--- config.mk ---
export PLATFORM = sky130hd
export DESIGN_NAME = sac_top
export DESIGN_NICKNAME = d
export VERILOG_FILES = /design/src/sac_pkg.sv /design/src/sac_conv_if.sv /design/src/sac_clkdiv.sv /design/src/sac_sar.sv /design/src/sac_top.sv
export SDC_FILE = /design/constraint.sdc
export NUM_CORES = 1
export LEC_CHECK = 0
export ABC_AREA = 1
export BUFFER_PORTS_ARGS = -buffer_cell sky130_fd_sc_hd__buf_2
export CAP_MARGIN = 20
export CELL_PAD_IN_SITES_DETAIL_PLACEMENT = 2
export CELL_PAD_IN_SITES_GLOBAL_PLACEMENT = 2
export CORE_MARGIN = 2
export CORE_UTILIZATION = 30
export CTS_CLUSTER_DIAMETER = 50
export DETAILED_ROUTE_END_ITERATION = 7
export PLACE_DENSITY = 0.84
export SLEW_MARGIN = 0
export SYNTH_ARGS = -nofsm -noshare
export SYNTH_HDL_FRONTEND = slang
export SYNTH_HIERARCHICAL = 1
export SYNTH_SLANG_ARGS = --single-unit
--- constraint.sdc ---
create_clock -name clk_i -period 3.1 [get_ports clk_i]
set_input_delay 0.31 -clock clk_i [delete_from_list [all_inputs] [get_ports clk_i]]
set_output_delay 0.31 -clock clk_i [all_outputs]
set_load 0.03 [all_outputs]
--- src/sac_pkg.sv ---
// Constants of the converter control block: register map, fields, states.
// Assumes a classic Wishbone slave with 32-bit data and byte addresses.
//
// Operation
// - Mode bits 1:0 pick 10, 12, 8 bits.
// - Mode bit 3 low adds two calibration cycles.
// - Mode bit 2 low powers down after conversion.
// - Eight-bit result in 11:4, low bits zero.
// - Ten-bit result in 11:2, low bits zero.
// - Converter period is four times divider plus one.
// - Converter clock stays internal, never exported.
// - Inputs sampled on system clock; start on edge; here the start pin is taken as a level while idle.
// - Comparator sleep powers down only the comparators.
// - Reference select 0 drives internal reference out.
// - 32-way input mux; channel 31 is temperature.
// - Sample-time control sets the acquisition length.
// - Twelve-bit mode sustains up to 500 ksps.
package sac_pkg;

  // ------------------------------------------------------------
  // Widths
  // ------------------------------------------------------------
  localparam int RES_W  = 12;
  localparam int ADR_W  = 8;
  localparam int CHAN_W = 5;

  // ------------------------------------------------------------
  // Register map
  // ------------------------------------------------------------
  localparam logic [ADR_W-1:0] ADDR_CTRL   = 8'h00;
  localparam logic [ADR_W-1:0] ADDR_START  = 8'h04;
  localparam logic [ADR_W-1:0] ADDR_STATUS = 8'h08;
  localparam logic [ADR_W-1:0] ADDR_RESULT = 8'h0c;

  localparam int CTRL_RES_LSB  = 0;
  localparam int CTRL_STAY     = 2;
  localparam int CTRL_NOCAL    = 3;
  localparam int CTRL_DIV_LSB  = 4;
  localparam int CTRL_STC_LSB  = 12;
  localparam int CTRL_REF      = 20;
  localparam int CTRL_SLEEP    = 21;
  localparam int CTRL_CHAN_LSB = 22;
  localparam logic [31:0] CTRL_RST  = 32'h0000_0010;
  localparam logic [31:0] CTRL_MASK = 32'h07ff_ffff;

  localparam int START_BIT   = 0;
  localparam int STAT_BUSY   = 0;
  localparam int STAT_VALID  = 1;
  localparam int STAT_POWER  = 2;
  localparam int STAT_SAMPLE = 3;

  // ------------------------------------------------------------
  // Modes and timing
  // ------------------------------------------------------------
  localparam logic [1:0] RES_10 = 2'h0;
  localparam logic [1:0] RES_12 = 2'h1;
  localparam logic [1:0] RES_8  = 2'h2;
  localparam logic [3:0] STOP_8  = 4'h4;
  localparam logic [3:0] STOP_10 = 4'h2;
  localparam logic [3:0] STOP_12 = 4'h0;
  localparam logic [RES_W-1:0] TRIAL_INIT = 12'h800;
  localparam logic [7:0] CAL_TICKS = 8'h02;
  localparam int DIV_MULT = 4;
  localparam logic [CHAN_W-1:0] TEMP_CHANNEL = 5'h1f;

  typedef enum logic [1:0] {
    ST_IDLE = 2'b00,
    ST_ACQ  = 2'b01,
    ST_CONV = 2'b10,
    ST_CAL  = 2'b11
  } sac_state_t;

endpackage

--- src/sac_conv_if.sv ---
// Signals between the sequencer and the successive-approximation register.
// Assumes both ends run on the one system clock.
`timescale 1ns/10ps

interface sac_conv_if;
  import sac_pkg::*;
  logic             tick;
  logic             start;
  logic [3:0]       stop_idx;
  logic             comp;
  logic [RES_W-1:0] trial;
  logic [RES_W-1:0] result;
  logic             busy;
  logic             done;
  modport core (input tick, start, stop_idx, comp, output trial, result, busy, done);
  modport ctrl (output tick, start, stop_idx, comp, input trial, result, busy, done);
endinterface

--- src/sac_clkdiv.sv ---
// Converter clock divider: a one-cycle enable pulse every 4*(1+div) cycles.
// Assumes div_i is held stable while run_i is high.
`timescale 1ns/10ps

module sac_clkdiv
  import sac_pkg::*;
(
  input  wire logic       clk_i,
  input  wire logic       rst_i,
  input  wire logic       run_i,
  input  wire logic [7:0] div_i,
  output logic            tick_o
);
  logic [9:0] count;
  logic [9:0] last;

  assign last = 10'(DIV_MULT * (int'(div_i) + 1) - 1);

  // The converter clock exists only as this enable and never leaves the block.
  always_ff @(posedge clk_i)
  begin
    if (rst_i || !run_i)
    begin
      count  <= 10'h000;
      tick_o <= 1'b0;
    end
    else if (count == last)
    begin
      count  <= 10'h000;
      tick_o <= 1'b1;
    end
    else
    begin
      count  <= count + 10'h001;
      tick_o <= 1'b0;
    end
  end
endmodule

--- src/sac_sar.sv ---
// Successive-approximation register: one trial bit per converter tick.
// Assumes the comparator answer for the current trial is settled at the tick.
`timescale 1ns/10ps

module sac_sar
  import sac_pkg::*;
(
  input  wire logic clk_i,
  input  wire logic rst_i,
  sac_conv_if.core  cv
);
  logic [RES_W-1:0] code;
  logic [RES_W-1:0] keep;
  logic [3:0]       idx;

  assign keep = cv.comp ? cv.trial : code;

  // Bits below the stop index are never tried, so they stay zero.
  always_ff @(posedge clk_i)
  begin
    if (rst_i)
    begin
      code      <= '0;
      idx       <= 4'h0;
      cv.trial  <= '0;
      cv.result <= '0;
      cv.busy   <= 1'b0;
      cv.done   <= 1'b0;
    end
    else
    begin
      cv.done <= 1'b0;
      if (cv.start)
      begin
        code     <= '0;
        idx      <= 4'(RES_W - 1);
        cv.trial <= TRIAL_INIT;
        cv.busy  <= 1'b1;
      end
      else if (cv.busy && cv.tick)
      begin
        if (idx == cv.stop_idx)
        begin
          cv.result <= keep;
          cv.trial  <= keep;
          cv.busy   <= 1'b0;
          cv.done   <= 1'b1;
        end
        else
        begin
          code     <= keep;
          idx      <= idx - 4'h1;
          cv.trial <= keep | (12'h001 << (idx - 4'h1));
        end
      end
    end
  end
endmodule

--- src/sac_top.sv ---
// Top of the converter control block: Wishbone slave, sequencer,
// comparator synchroniser and the checks on them.
// Assumes an analog front end outside that compares the held input with
// trial_code_o and answers on the asynchronous comparator_i pin.
`timescale 1ns/10ps

module sac_top
  import sac_pkg::*;
(
  input  wire logic              clk_i,
  input  wire logic              rst_i,
  input  wire logic              wb_cyc_i,
  input  wire logic              wb_stb_i,
  input  wire logic              wb_we_i,
  input  wire logic [ADR_W-1:0]  wb_adr_i,
  input  wire logic [3:0]        wb_sel_i,
  input  wire logic [31:0]       wb_dat_i,
  output logic      [31:0]       wb_dat_o,
  output logic                   wb_ack_o,
  input  wire logic              conversion_start_i,
  input  wire logic              comparator_i,
  output logic      [RES_W-1:0]  trial_code_o,
  output logic                   sample_o,
  output logic      [CHAN_W-1:0] channel_o,
  output logic                   conv_power_o,
  output logic                   comparator_sleep_o,
  output logic                   reference_pin_drive_o,
  output logic      [RES_W-1:0]  result_o,
  output logic                   done_o
);

  // ------------------------------------------------------------
  // Declarations
  // ------------------------------------------------------------
  sac_conv_if cv ();

  logic [7:0]       ctrl_b [4];
  logic [31:0]      ctrl;
  logic [31:0]      rd_word;
  logic [31:0]      status_word;
  logic             bus_req;
  logic             bus_take;
  logic             ctrl_wr;
  logic             sw_start;
  logic             comp_meta;
  logic             comp_sync;
  sac_state_t       state;
  sac_state_t       next_state;
  logic             tick;
  logic [7:0]       tick_cnt;
  logic [1:0]       run_res;
  logic             run_stay;
  logic             run_nocal;
  logic [7:0]       run_div;
  logic [7:0]       run_stc;
  logic [3:0]       run_stop;
  logic             conv_start;
  logic             valid;
  logic             start_take;
  logic             acq_last;
  logic             conv_end;
  logic             cal_last;
  logic             finish;

  // ------------------------------------------------------------
  // Control fields
  // ------------------------------------------------------------
  assign ctrl = {ctrl_b[3], ctrl_b[2], ctrl_b[1], ctrl_b[0]};

  function automatic logic [3:0] stop_of(input logic [1:0] res);
    case (res)
      RES_8:   stop_of = STOP_8;
      RES_12:  stop_of = STOP_12;
      default: stop_of = STOP_10;
    endcase
  endfunction

  // ------------------------------------------------------------
  // Wishbone slave
  // ------------------------------------------------------------
  assign bus_req  = wb_cyc_i && wb_stb_i;
  assign bus_take = bus_req && wb_ack_o;
  assign ctrl_wr  = bus_take && wb_we_i && (wb_adr_i == ADDR_CTRL);

  // Every access, mapped or not, is answered one cycle after it is seen.
  always_ff @(posedge clk_i)
  begin
    if (rst_i)
    begin
      wb_ack_o <= 1'b0;
    end
    else
    begin
      wb_ack_o <= bus_req && !wb_ack_o;
    end
  end

  always_comb
  begin
    status_word              = '0;
    status_word[STAT_BUSY]   = (state != ST_IDLE);
    status_word[STAT_VALID]  = valid;
    status_word[STAT_POWER]  = conv_power_o;
    status_word[STAT_SAMPLE] = sample_o;
  end

  always_comb
  begin
    case (wb_adr_i)
      ADDR_CTRL:   rd_word = ctrl & CTRL_MASK;
      ADDR_STATUS: rd_word = status_word;
      ADDR_RESULT: rd_word = {20'h0_0000, result_o};
      default:     rd_word = 32'h0000_0000;
    endcase
  end

  always_ff @(posedge clk_i)
  begin
    if (rst_i)
    begin
      wb_dat_o <= 32'h0000_0000;
    end
    else if (bus_req && !wb_ack_o)
    begin
      wb_dat_o <= wb_we_i ? 32'h0000_0000 : rd_word;
    end
  end

  // Byte lanes of the control word are written independently.
  for (genvar b = 0; b < 4; b++)
  begin : g_lane
    always_ff @(posedge clk_i)
    begin
      if (rst_i)
      begin
        ctrl_b[b] <= CTRL_RST[8*b +: 8];
      end
      else if (ctrl_wr && wb_sel_i[b])
      begin
        ctrl_b[b] <= wb_dat_i[8*b +: 8] & CTRL_MASK[8*b +: 8];
      end
    end
  end

  always_ff @(posedge clk_i)
  begin
    if (rst_i)
    begin
      sw_start <= 1'b0;
    end
    else
    begin
      sw_start <= bus_take && wb_we_i && (wb_adr_i == ADDR_START)
                  && wb_sel_i[0] && wb_dat_i[START_BIT];
    end
  end

  // ------------------------------------------------------------
  // Comparator synchroniser
  // ------------------------------------------------------------
  always_ff @(posedge clk_i)
  begin
    if (rst_i)
    begin
      comp_meta <= 1'b0;
      comp_sync <= 1'b0;
    end
    else
    begin
      comp_meta <= comparator_i;
      comp_sync <= comp_meta;
    end
  end

  // ------------------------------------------------------------
  // Sequencer
  // ------------------------------------------------------------
  // A start while a conversion runs is dropped, never queued.
  assign start_take = (state == ST_IDLE) && (conversion_start_i || sw_start);
  assign acq_last   = (state == ST_ACQ) && tick && (tick_cnt == run_stc);
  assign conv_end   = (state == ST_CONV) && cv.done;
  assign cal_last   = (state == ST_CAL) && tick && (tick_cnt == CAL_TICKS - 8'h01);
  assign finish     = (conv_end && run_nocal) || cal_last;

  always_comb
  begin
    next_state = state;
    case (state)
      ST_IDLE: if (start_take) next_state = ST_ACQ;
      ST_ACQ:  if (acq_last) next_state = ST_CONV;
      ST_CONV: if (conv_end) next_state = run_nocal ? ST_IDLE : ST_CAL;
      ST_CAL:  if (cal_last) next_state = ST_IDLE;
      default: next_state = ST_IDLE;
    endcase
  end

  always_ff @(posedge clk_i)
  begin
    if (rst_i)
    begin
      state <= ST_IDLE;
    end
    else
    begin
      state <= next_state;
    end
  end

  always_ff @(posedge clk_i)
  begin
    if (rst_i || start_take || acq_last || conv_end)
    begin
      tick_cnt <= 8'h00;
    end
    else if (tick && (state == ST_ACQ || state == ST_CAL))
    begin
      tick_cnt <= tick_cnt + 8'h01;
    end
  end

  // Settings other than comparator sleep and reference select are frozen at start so a write to them mid-conversion cannot tear it.
  always_ff @(posedge clk_i)
  begin
    if (rst_i)
    begin
      run_res   <= RES_10;
      run_stay  <= 1'b0;
      run_nocal <= 1'b0;
      run_div   <= 8'h00;
      run_stc   <= 8'h00;
      run_stop  <= STOP_10;
      channel_o <= '0;
    end
    else if (start_take)
    begin
      run_res   <= ctrl[CTRL_RES_LSB +: 2];
      run_stay  <= ctrl[CTRL_STAY];
      run_nocal <= ctrl[CTRL_NOCAL];
      run_div   <= ctrl[CTRL_DIV_LSB +: 8];
      run_stc   <= ctrl[CTRL_STC_LSB +: 8];
      run_stop  <= stop_of(ctrl[CTRL_RES_LSB +: 2]);
      channel_o <= ctrl[CTRL_CHAN_LSB +: CHAN_W];
    end
  end

  always_ff @(posedge clk_i)
  begin
    if (rst_i)
    begin
      conv_start <= 1'b0;
      sample_o   <= 1'b0;
    end
    else
    begin
      conv_start <= acq_last;
      sample_o   <= (next_state == ST_ACQ);
    end
  end

  // ------------------------------------------------------------
  // Outputs and status
  // ------------------------------------------------------------
  always_ff @(posedge clk_i)
  begin
    if (rst_i)
    begin
      result_o <= '0;
      done_o   <= 1'b0;
    end
    else
    begin
      done_o <= finish;
      if (conv_end)
      begin
        result_o <= cv.result;
      end
    end
  end

  // Powering up happens at start; the analog side must settle during sampling.
  always_ff @(posedge clk_i)
  begin
    if (rst_i)
    begin
      conv_power_o <= 1'b0;
    end
    else if (start_take)
    begin
      conv_power_o <= 1'b1;
    end
    else if (finish && !run_stay)
    begin
      conv_power_o <= 1'b0;
    end
  end

  always_ff @(posedge clk_i)
  begin
    if (rst_i)
    begin
      comparator_sleep_o    <= 1'b0;
      reference_pin_drive_o <= 1'b1;
      trial_code_o          <= '0;
    end
    else
    begin
      comparator_sleep_o    <= ctrl[CTRL_SLEEP];
      reference_pin_drive_o <= !ctrl[CTRL_REF];
      trial_code_o          <= cv.trial;
    end
  end

  // A finishing conversion always outranks the clear by a new start.
  always_ff @(posedge clk_i)
  begin
    if (rst_i)
    begin
      valid <= 1'b0;
    end
    else if (finish)
    begin
      valid <= 1'b1;
    end
    else if (start_take)
    begin
      valid <= 1'b0;
    end
  end

  // ------------------------------------------------------------
  // Converter clock and bit engine
  // ------------------------------------------------------------
  // With divider 0 the trial-to-tick window is four cycles, enough for the
  // output flop and the two synchroniser stages only if the comparator is fast.
  sac_clkdiv u_div (
    .clk_i  (clk_i),
    .rst_i  (rst_i),
    .run_i  (state != ST_IDLE),
    .div_i  (run_div),
    .tick_o (tick)
  );

  assign cv.tick     = tick;
  // The engine loads at the last acquisition tick, so the first trial also
  // gets a full converter period to pass the output flop and synchroniser.
  assign cv.start    = acq_last;
  assign cv.stop_idx = run_stop;
  assign cv.comp     = comp_sync;

  sac_sar u_sar (
    .clk_i (clk_i),
    .rst_i (rst_i),
    .cv    (cv)
  );

  // ------------------------------------------------------------
  // Checks
  // ------------------------------------------------------------
  logic [9:0] gap;
  logic [3:0] conv_ticks;

  always_ff @(posedge clk_i)
  begin
    if (rst_i || state == ST_IDLE)
    begin
      gap <= 10'h000;
    end
    else if (tick)
    begin
      gap <= 10'h001;
    end
    else
    begin
      gap <= gap + 10'h001;
    end
  end

  always_ff @(posedge clk_i)
  begin
    if (rst_i || conv_start)
    begin
      conv_ticks <= 4'h0;
    end
    else if (tick && state == ST_CONV)
    begin
      conv_ticks <= conv_ticks + 4'h1;
    end
  end
endmodule

; ---- Yosys cells after proc, flatten, opt, wreduce, memory -nomap -nowiden
; Memory sizes are Yosys's and may differ from the RTL's.
; Cells that the tools add are included.
[classes]
shifts = 1
bitwise = 8
n_eq_ne = 14
n_addsub = 5
reduce_logical = 47
mux = 43
[ops]
columns = operator, n
row1 = 27-bit one-hot mux with 3 select lines, 1
row2 = 12-bit 2-to-1 mux, 4
row3 = 32-bit 2-to-1 mux, 1
row4 = 8-bit 2-to-1 mux, 4
row5 = 1-bit 2-to-1 mux, 23
row6 = 1-bit logical AND, 22
row7 = 8-bit by 1-bit adder with 8-bit output (second input constant), 2
row8 = 8-bit by 4-bit equality test with 1-bit output (second input constant), 2
row9 = 4-bit 2-to-1 mux, 3
row10 = 12-bit OR, 1
row11 = 1-bit by 4-bit left shift with 12-bit output (first input constant), 1
row12 = 10-bit by 1-bit adder with 10-bit output (second input constant), 1
row13 = 10-bit equality test, 1
row14 = 2-bit 2-to-1 mux, 5
row15 = 2-bit nonzero test, 5
row16 = 10-bit by 2-bit subtractor with 10-bit output (second input constant), 1
row17 = 8-bit by 1-bit equality test with 1-bit output (second input constant), 1
row18 = 8-bit by 3-bit equality test with 1-bit output (second input constant), 1
row19 = 8-bit equality test, 1
row20 = 8-bit zero test, 1
row21 = 2-bit one-hot mux with 4 select lines, 1
row22 = 1-bit logical OR, 7
row23 = 2-bit by 1-bit equality test with 1-bit output (second input constant), 3
row24 = 2-bit equality test (second input constant), 3
row25 = other kinds (12), 23
[totals]
reg_bits = 156
wordCells = 150
output_inout_bits = 67
memories = 1
ram_bits = 32
[memory_table]
columns = memory, depth, word_bits, read_ports, rd_ports_with_merged_regs, write_ports, line
row1 = ctrl_b, 4, 8, 4, 0, 4, sac_top.sv:37  ; logic [7:0] ctrl_b [4];

; ---- Longest topological paths before layout
; Gate-level depths: netlist (run 1).
[logic_depth]
depth_word = 9
depth_mapped = 15

; ---- Cells and area by module
; The synthesis (run 1) kept the hierarchy.
[modules_own_cells]
columns = mod, area_per_inst_um2, cells_per_inst, instances, seq_area_each_um2
row1 = sac_top, 4947.2, 608, 1, 2732.6
row2 = sac_sar, 1990.7, 278, 1, 840.8
row3 = sac_clkdiv, 964.7, 164, 1, 220.2

; ---- Worst setup path after synthesis (run 1)
; No wires, ideal clock.
[synth_path]
path_type = flip-flop to flip-flop
startpoint = reg state[0]
endpoint = reg u_sar.cv.result[3]
arrival_time_ns = 1.764
path_buffers = 1
required_time_ns = 3.033
slack_ns = 1.269
path_stages_with_launch = 10
path_cell_list = dfxtp_1 -> nand2_2 -> a2111oi_0 -> nand4_1 -> nor2_1 -> inv_1 -> nand3_2 -> buf_2 -> nand3_1 -> o21ai_2
[synth_via]
elab_chain_len = 5
[synth_lines]
columns = element, line
row1 = "start, declared", sac_top.sv:47  ; sac_state_t state;
row2 = "start signal, assigned", sac_top.sv:205  ; state <= next_state;
row3 = 2-bit by 1-bit equality test with 1-bit output, sac_top.sv:180  ; assign acq_last = (state == ST_ACQ) && tick && (tick_cnt == run_stc);
row4 = 1-bit logical AND (2 in a row), sac_top.sv:180
row5 = named net acq_last, sac_top.sv:60  ; logic acq_last;
row6 = 1-bit inverter (no source line), n/a
row7 = 3-bit AND reduction (no source line), n/a
row8 = "end signal, assigned", sac_sar.sv:44  ; cv.result <= keep;
row9 = "end, declared", sac_conv_if.sv:15  ; modport core (input tick, start, stop_idx, comp, output trial, result, busy, done);
; The timed path passes the listed nets, and every way through them passes these cells.
; A chain may end at the register's enable or synchronous reset.

; ---- Worst setup path in the final report (run 1)
[layout_path]
startpoint = reg tick_cnt[2]
endpoint = reg u_sar.cv.trial[2]
[layout_via]
elab_chain_len = 3
[layout_lines]
columns = element, line
row1 = "start, declared", sac_top.sv:50  ; logic [7:0] tick_cnt;
row2 = "start signal, assigned", sac_top.sv:217  ; tick_cnt <= tick_cnt + 8'h01;
row3 = 8-bit equality test, sac_top.sv:180
row4 = 1-bit logical AND, sac_top.sv:180
row5 = named net acq_last, sac_top.sv:60
row6 = 2-bit OR reduction (no source line), n/a
row7 = "end signal, assigned", sac_sar.sv:45  ; cv.trial <= keep;
row8 = "end signal, assigned", sac_sar.sv:53  ; cv.trial <= keep | (12'h001 << (idx - 4'h1));
row9 = "end, declared", sac_conv_if.sv:15
; The timed path passes the listed nets, and every way through them passes these cells.

==> flow_metrics.py, run 1 <==
metrics = {
    "synth": {
        "synth-compound-area-share": 0.1119,
        "ys_types": 46,
        "synth_xor_area_frac": 0.01884,
        "synth-async-reset-ratio": 0,
        "synthMuxAreaShare": 0.001267,
        "synthFlopType": "dfxtp_1",
        "netlist_area_um2": 7903,
        "yosysWarnings": 6,
        "ys_seq_area_frac": 0.4801,
        "ys_ff_latch": 176,
        "synthSimpleGateAreaFrac": 0.2709,
        "synth_edf_count": 27,
        "synth_top_family_by_area": "simple AND/OR/NAND/NOR gates",
        "synth-adder-area-share": 0.01742,
        "avgSynthCellArea_um2": 7.526,
        "synthCells": 1050,
    },
    "job": {
        "maxCapViolCount": 0,
    },
    "worst_setup_path": {
        "crit_end": "u_sar/cv.trial[2]",
        "rrSetupSlack_ns": 0.69,
        "r2r-end": "u_sar/cv.trial[2]",
        "cp.arrival_ns": 2.72,
        "cp-startpoint": "tick_cnt[2]",
        "worst_path_most_repeated_cell": "nor2_1",
        "r2r_cells": 9,
        "crit_required_ns": 3.40,
        "worst_path_max_delay_cell": "a2111oi_0",
        "critPathBufInv": 3,
        "start_kind": "register",
        "critPathKind": "reg -> reg",
        "max_stage_delay_ns": 0.54,
        "timing.rr.start": "tick_cnt[2]",
        "path_max_fanout": 16,
        "end_kind": "register",
        "cp_top_family": "buffers and inverters",
        "crit_path_cell_trace": "inv_1 > nor2_1 > a2111oi_0 > nand2_1 > nor2_1 > nor2_1 > buf_4 > inv_1 > a21oi_1",
        "path_depth": 9,
    },
    "timing": {
        "finalSetupViolations": 0,
        "rsz0062_at_grt": "no",
        "fin_crit_ns": 2.411,
        "skew_ns": 0.01533,
        "worstMarginPinSlew_ns": 0.9308,
        "maxSlewHeadroom": 0.3788,
        "maxSlewViolCount": 0,
        "finalHoldViolCount": 0,
        "fin_crit_sh": 0.7779,
        "max_freq_mhz": 414.7,
        "finalSetupTns_ns": 0,
    },
    "global_routing": {
        "track_usage": 0.1965,
        "grt_pass1_wl_um": 43040,
        "antenna_found_initial": 1,
        "grt_max_degree": 57,
        "globalRouteOverflowTotal": 0,
        "grt_pass1_vias": 7963,
    },
    "detailed_routing": {
        "vias": 7304,
        "detail-route-antenna-nets": 0,
        "firstDrtPassIters": 4,
        "wire_per_inst_um": 18.30,
        "route.detailed.drc": 0,
        "first_iter_violations": 364,
        "routed_wl_um": 27410,
        "vias_per_cell": 4.876,
    },
    "worst_hold_path": {
        "hp-class": "in -> reg",
    },
    "cts": {
        "cts_inserted_buffers": 17,
        "clock_latency_ns": 0.44,
        "clkTransAtPathRegs_ns": 0.07,
        "ctsHoldBuffers": 0,
        "post_cts_buffers": 0,
        "clkSinkCount": 176,
        "cts_resized": 0,
        "cts_tree": "built",
        "h-tree-depth": 4,
        "clockBufferDepth": 2,
        "cts.root.buffer_cell": "clkbuf_16",
    },
    "die": {
        "rows": 59,
        "die_h_um": 166.3,
        "coreArea_um2": 25980,
        "die_area_um2": 27660,
        "pin_count": 118,
        "start_util": 0.3041,
        "die_w_um": 166.3,
    },
    "finish": {
        "fin_cells": 1498,
        "drive_above_1_share": 0.1670,
        "utilization": 0.3590,
        "nets": 1211,
        "seq_area_um2": 3794,
        "multi_input_area_um2": 3356,
        "area_delta_synth_final_pct": 18.05,
        "n_fill_cell": 3097,
    },
    "pwr": {
        "combPwrFrac": 0.072,
        "ir_drop_mv": 0.2389,
        "p_total_mw": 4.982,
        "netSwitchingFraction": 0.2749,
        "p_clk_frac": 0.445,
        "p_int_mw": 3.612,
        "p_sw_mw": 1.369,
        "seq_power_share": 0.483,
        "power.density_nw_per_um2": 534.0,
        "p_leak_nw": 4.050,
    },
    "run_status": {
        "status": "completed",
    },
    "placed_design": {
        "io_buffers": 107,
        "place_congestion": 0.8178,
        "dpl.hpwl_um": 18680,
        "dp_cells": 1464,
    },
}
==> Yosys cell counts (9+ instances only) <==
master      n  area [um2]
o21ai_1    12       60.06
nand4_1     9       56.30
clkbuf_1   21       78.83
dfxtp_1   149        2983
ha_1       11       137.6
o21ai_0    77       385.4
nor2_1    170       638.1
buf_4       9       67.56
edfxtp_1   27       810.8
a21oi_1    64       320.3
inv_1     140       525.5
nand2_1   198       743.2
xor2_1     10       87.58
inv_2      10       37.54
nand3_1    56       280.3
==> tightest hold or removal path, stage by stage <==
cell and delay [ns]:
buf_2 0.09, inv_1 0.04, nor2_1 0.03
==> logic make-up after synthesis <==
| group | Yosys count |
|---|---|
| adders and majority gates | 11 |
| muxes | 1 |
| DFF | 176 |
| AOI/OAI and AO/OA | 168 |
| xor gates and xnor gates | 17 |
| other | 1 |
| buffers and inverters | 193 |
| and+or+nand+nor | 483 |
==> through the flow <==
stage | setup slack [ns] | instance area [um2] | hold slack [ns]
after floorplan | 1.269 | 7933 | 0.3791
after global placement | 0.7489 | 8717 | 0.4073
after detailed placement | 0.6523 | 8717 | 0.4172
after CTS | 0.5974 | 9311 | 0.06343
after global routing | 0.5057 | 9329 | 0.09221
final | 0.6885 | 9329 | 0.08266
==> state kept, by name, summed over array words and instances (netlist names), 10 cells and up <==
| name | flops |
|---|---|
| trial_code_o | 12 |
| u_sar/cv.trial | 12 |
| wb_dat_o | 27 |
| u_sar/code | 12 |
| u_div/count | 10 |
| result_o | 12 |
| ctrl_b | 27 |
| u_sar/cv.result | 12 |
==> power groups by stage <==
stage / clock [mW] / combinational (mW) / sequential (mW)
3_3_place_gp: 0 / 0.329 / 2.45
6_report: 2.22 / 0.359 / 2.40
4_1_cts: 2.28 / 0.357 / 2.40
3_5_place_dp: 0 / 0.348 / 2.46
2_1_floorplan: 0 / 0.221 / 2.45
5_1_grt: 2.36 / 0.402 / 2.41
==> layout make-up <==
| cell class | count | share of cell area |
|---|---|---|
| antenna | 1 | 0.0002682 |
| tap | 335 | 0.04493 |
| sequential | 176 | 0.4067 |
| timing repair buffer | 114 | 0.06384 |
| inverter | 151 | 0.06089 |
| clock inverter | 15 | 0.01811 |
| multi-input combinational | 689 | 0.3597 |
| clock buffer | 17 | 0.04560 |
==> worst min-delay path by stage <==
stage	cells after the start	startpoint	end	slack (ns)
floorplan	1	rst_i	u_sar/cv.trial[11]	0.38
global placement	2	comp_meta	comp_sync	0.41
detailed placement	2	comp_meta	comp_sync	0.42
CTS	3	comparator_i	comp_meta	0.06
global route	3	comparator_i	comp_meta	0.09
finish	3	comparator_i	comp_meta	0.08
==> layer usage <==
metal,GRT usage,share of wire,vias up,wire length [um]
li1,-,-,3500,-
met1,0.2320,0.41,3630,11130
met2,0.3577,0.53,129,14410
met3,0.03956,0.048,45,1308
met4,0.06147,0.020,0,557
met5,0,0,-,0
==> cell usage in the layout (no fill, tap or decap), types with 4 or more instances in the layout <==
master and instances:
nand4_1 9, nand3_2 4, inv_1 140, nor2_4 4, nor3_1 8, clkbuf_16 17
xnor2_1 7, o21ai_1 12, nand2_1 198, buf_4 6, nand3_1 56, nand2_4 4
a21oi_1 64, buf_2 107, ha_1 11, xor2_1 10, clkinv_4 4, conb_1 9
inv_2 10, nand2_2 7, dfxtp_1 149, nor2_1 170, a31oi_1 4, o21ai_0 77
nor2_2 6, edfxtp_1 27
No activity file was read; power rests on OpenSTA's default activity.
==> inputs of run 2 (changes only) <==
==> constraint.sdc (replaced) <==
create_clock -name clk_i -period 2.25 [get_ports clk_i]
set_input_delay 0.225 -clock clk_i [delete_from_list [all_inputs] [get_ports clk_i]]
set_output_delay 0.225 -clock clk_i [all_outputs]
set_load 0.03 [all_outputs]
==> run 2 against run 1 <==
  * Critical path depth down 1
  * Sequential power up 38%
  * Flip-flop and latch count did not move
  * Largest cell class unchanged
  * Highest routed layer unchanged
==> flow_metrics.py, run 2 (synthesis gave the netlist of run 1 again) <==
metrics = {
    "detailed_routing": {
        "first_iter_violations": 361,
        "wire_per_inst_um": 18.19,
        "vias": 7373,
        "vias_per_cell": 4.873,
        "routed_wl_um": 27520,
        "route.detailed.drc": 0,
        "firstDrtPassIters": 4,
        "detail-route-antenna-nets": 0,
    },
    "run_status": {
        "status": "completed",
    },
    "cts": {
        "cts.root.buffer_cell": "clkbuf_16",
        "clkSinkCount": 176,
        "clkTransAtPathRegs_ns": 0.08,
        "h-tree-depth": 4,
        "cts_inserted_buffers": 17,
        "cts_tree": "built",
        "clockBufferDepth": 2,
        "clock_latency_ns": 0.44,
        "post_cts_buffers": 0,
    },
    "timing": {
        "maxSlewViolCount": 0,
        "max_freq_mhz": 457.0,
        "maxSlewHeadroom": 0.5318,
        "worstMarginPinSlew_ns": 0.6949,
        "finalSetupViolations": 0,
        "skew_ns": 0.01361,
        "fin_crit_ns": 2.188,
        "finalHoldViolCount": 0,
        "fin_crit_sh": 0.9725,
        "hold_slack_ns": 0.06880,
    },
    "worst_setup_path": {
        "critPathBufInv": 2,
        "timing.rr.start": "tick_cnt[0]",
        "cp.arrival_ns": 2.55,
        "cp-startpoint": "tick_cnt[0]",
        "worst_path_max_delay_cell": "dfxtp_1",
        "crit_path_cell_trace": "inv_1 > a2111oi_0 > nand4_1 > nor2_2 > inv_1 > nand3_4 > nand3_1 > o21ai_1",
        "start_kind": "register",
        "worst_path_most_repeated_cell": "inv_1",
        "crit_required_ns": 2.61,
        "max_stage_delay_ns": 0.46,
        "end_kind": "register",
        "cp_top_family": "simple AND/OR/NAND/NOR gates",
        "path_max_fanout": 13,
        "critPathKind": "reg -> reg",
    },
    "pwr": {
        "ir_drop_mv": 0.3472,
        "p_sw_mw": 1.942,
        "p_leak_nw": 4.120,
        "netSwitchingFraction": 0.2802,
        "power.density_nw_per_um2": 732.4,
        "p_int_mw": 4.991,
        "p_clk_frac": 0.449,
        "combPwrFrac": 0.073,
        "p_total_mw": 6.933,
        "seq_power_share": 0.478,
    },
    "finish": {
        "n_fill_cell": 3064,
        "nets": 1227,
        "diodes": 0,
        "mostFrequentLayoutCells": "nand2_1, nor2_1, dfxtp_1, inv_1, buf_2",
        "stdcell_area_um2": 9467,
        "area_delta_synth_final_pct": 19.79,
        "top_regs": "ctrl_b: 27 flops, wb_dat_o: 27 flops",
        "drive_above_1_share": 0.1808,
        "fin_cells": 1513,
        "final_common_cell": "nand2_1",
        "utilization": 0.3643,
    },
    "global_routing": {
        "grt_pass1_wl_um": 43350,
        "grt_max_degree": 30,
        "antenna_found_initial": 0,
        "globalRouteOverflowTotal": 0,
        "grt_pass1_vias": 7998,
        "track_usage": 0.1976,
    },
    "die": {
        "die_area_um2": 27660,
        "start_util": 0.3041,
        "die_h_um": 166.3,
        "rows": 59,
        "pin_count": 118,
        "die_w_um": 166.3,
        "coreArea_um2": 25980,
    },
    "placed_design": {
        "dp_cells": 1480,
        "placed_area_um2": 8837,
        "place_congestion": 0.8269,
        "dpl.hpwl_um": 19010,
        "io_buffers": 107,
    },
    "job": {
        "maxCapViolCount": 0,
    },
    "worst_hold_path": {
        "min-delay-start": "wb_dat_i[4]",
        "hp-class": "in -> reg",
    },
}
run 2: cell types whose count changed in the layout (fill, tap and decap cells not counted), sizes merged:
cell         before  now
buf             114  129
clkinv            8    6
clkinvlp          0    1
diode             1    0
dlygate4sd3       0    1
inv             157  158
run 2: metrics by stage:
step                      setup TNS [ns]  setup WS, ns
after global placement                 0        0.1292
after global routing             -0.2581      -0.03693
after CTS                              0       0.01452
after floorplan                        0        0.4189
final                                  0       0.06187
after detailed placement               0        0.1291
run 2: power groups by stage:
stage / Clock [mW] / Combinational (mW) / Sequential [mW]
CTS: 3.16 / 0.509 / 3.31
detailed placement: 0 / 0.489 / 3.38
global route: 3.29 / 0.561 / 3.32
finish: 3.11 / 0.506 / 3.31
floorplan: 0 / 0.304 / 3.38
global placement: 0 / 0.466 / 3.38
run 2: final cells by class:
| class | instances | area [um2] | area share |
|---|---|---|---|
| Sequential cell | 176 | 3796 | 0.4010 |
| Multi-Input combinational cell | 689 | 3376 | 0.3566 |
| Timing Repair Buffer | 130 | 710.7 | 0.07507 |
| Inverter | 151 | 568.0 | 0.06001 |
| Clock buffer | 17 | 425.4 | 0.04494 |
| Tap cell | 335 | 419.2 | 0.04428 |
| Clock inverter | 15 | 171.4 | 0.01811 |
run 2: final timing paths:
kind | to | cells past startpoint | slack [ns]
min reg2reg | comp_sync | 2 | 0.41
max | u_sar/cv.result[10] | 8 | 0.06
min | ctrl_b[0][4] | 2 | 0.07
max reg2reg | u_sar/cv.result[10] | 8 | 0.06
run 2: timing repair:
action	CTS	global route
gates resized for setup	1	6
endpoints found under the setup margin	7	47
hold buffers	1	0
pin swaps	0	0
endpoints found under the hold margin	1	0
run 2: routing by layer:
| layer | vias up | share of wire | track usage |
|---|---|---|---|
| met5 | - | 0 | 0 |
| met4 | 0 | 0.018 | 0.06109 |
| met3 | 37 | 0.043 | 0.03360 |
| met2 | 123 | 0.52 | 0.3590 |
| met1 | 3685 | 0.42 | 0.2378 |
| li1 | 3528 | - | - |
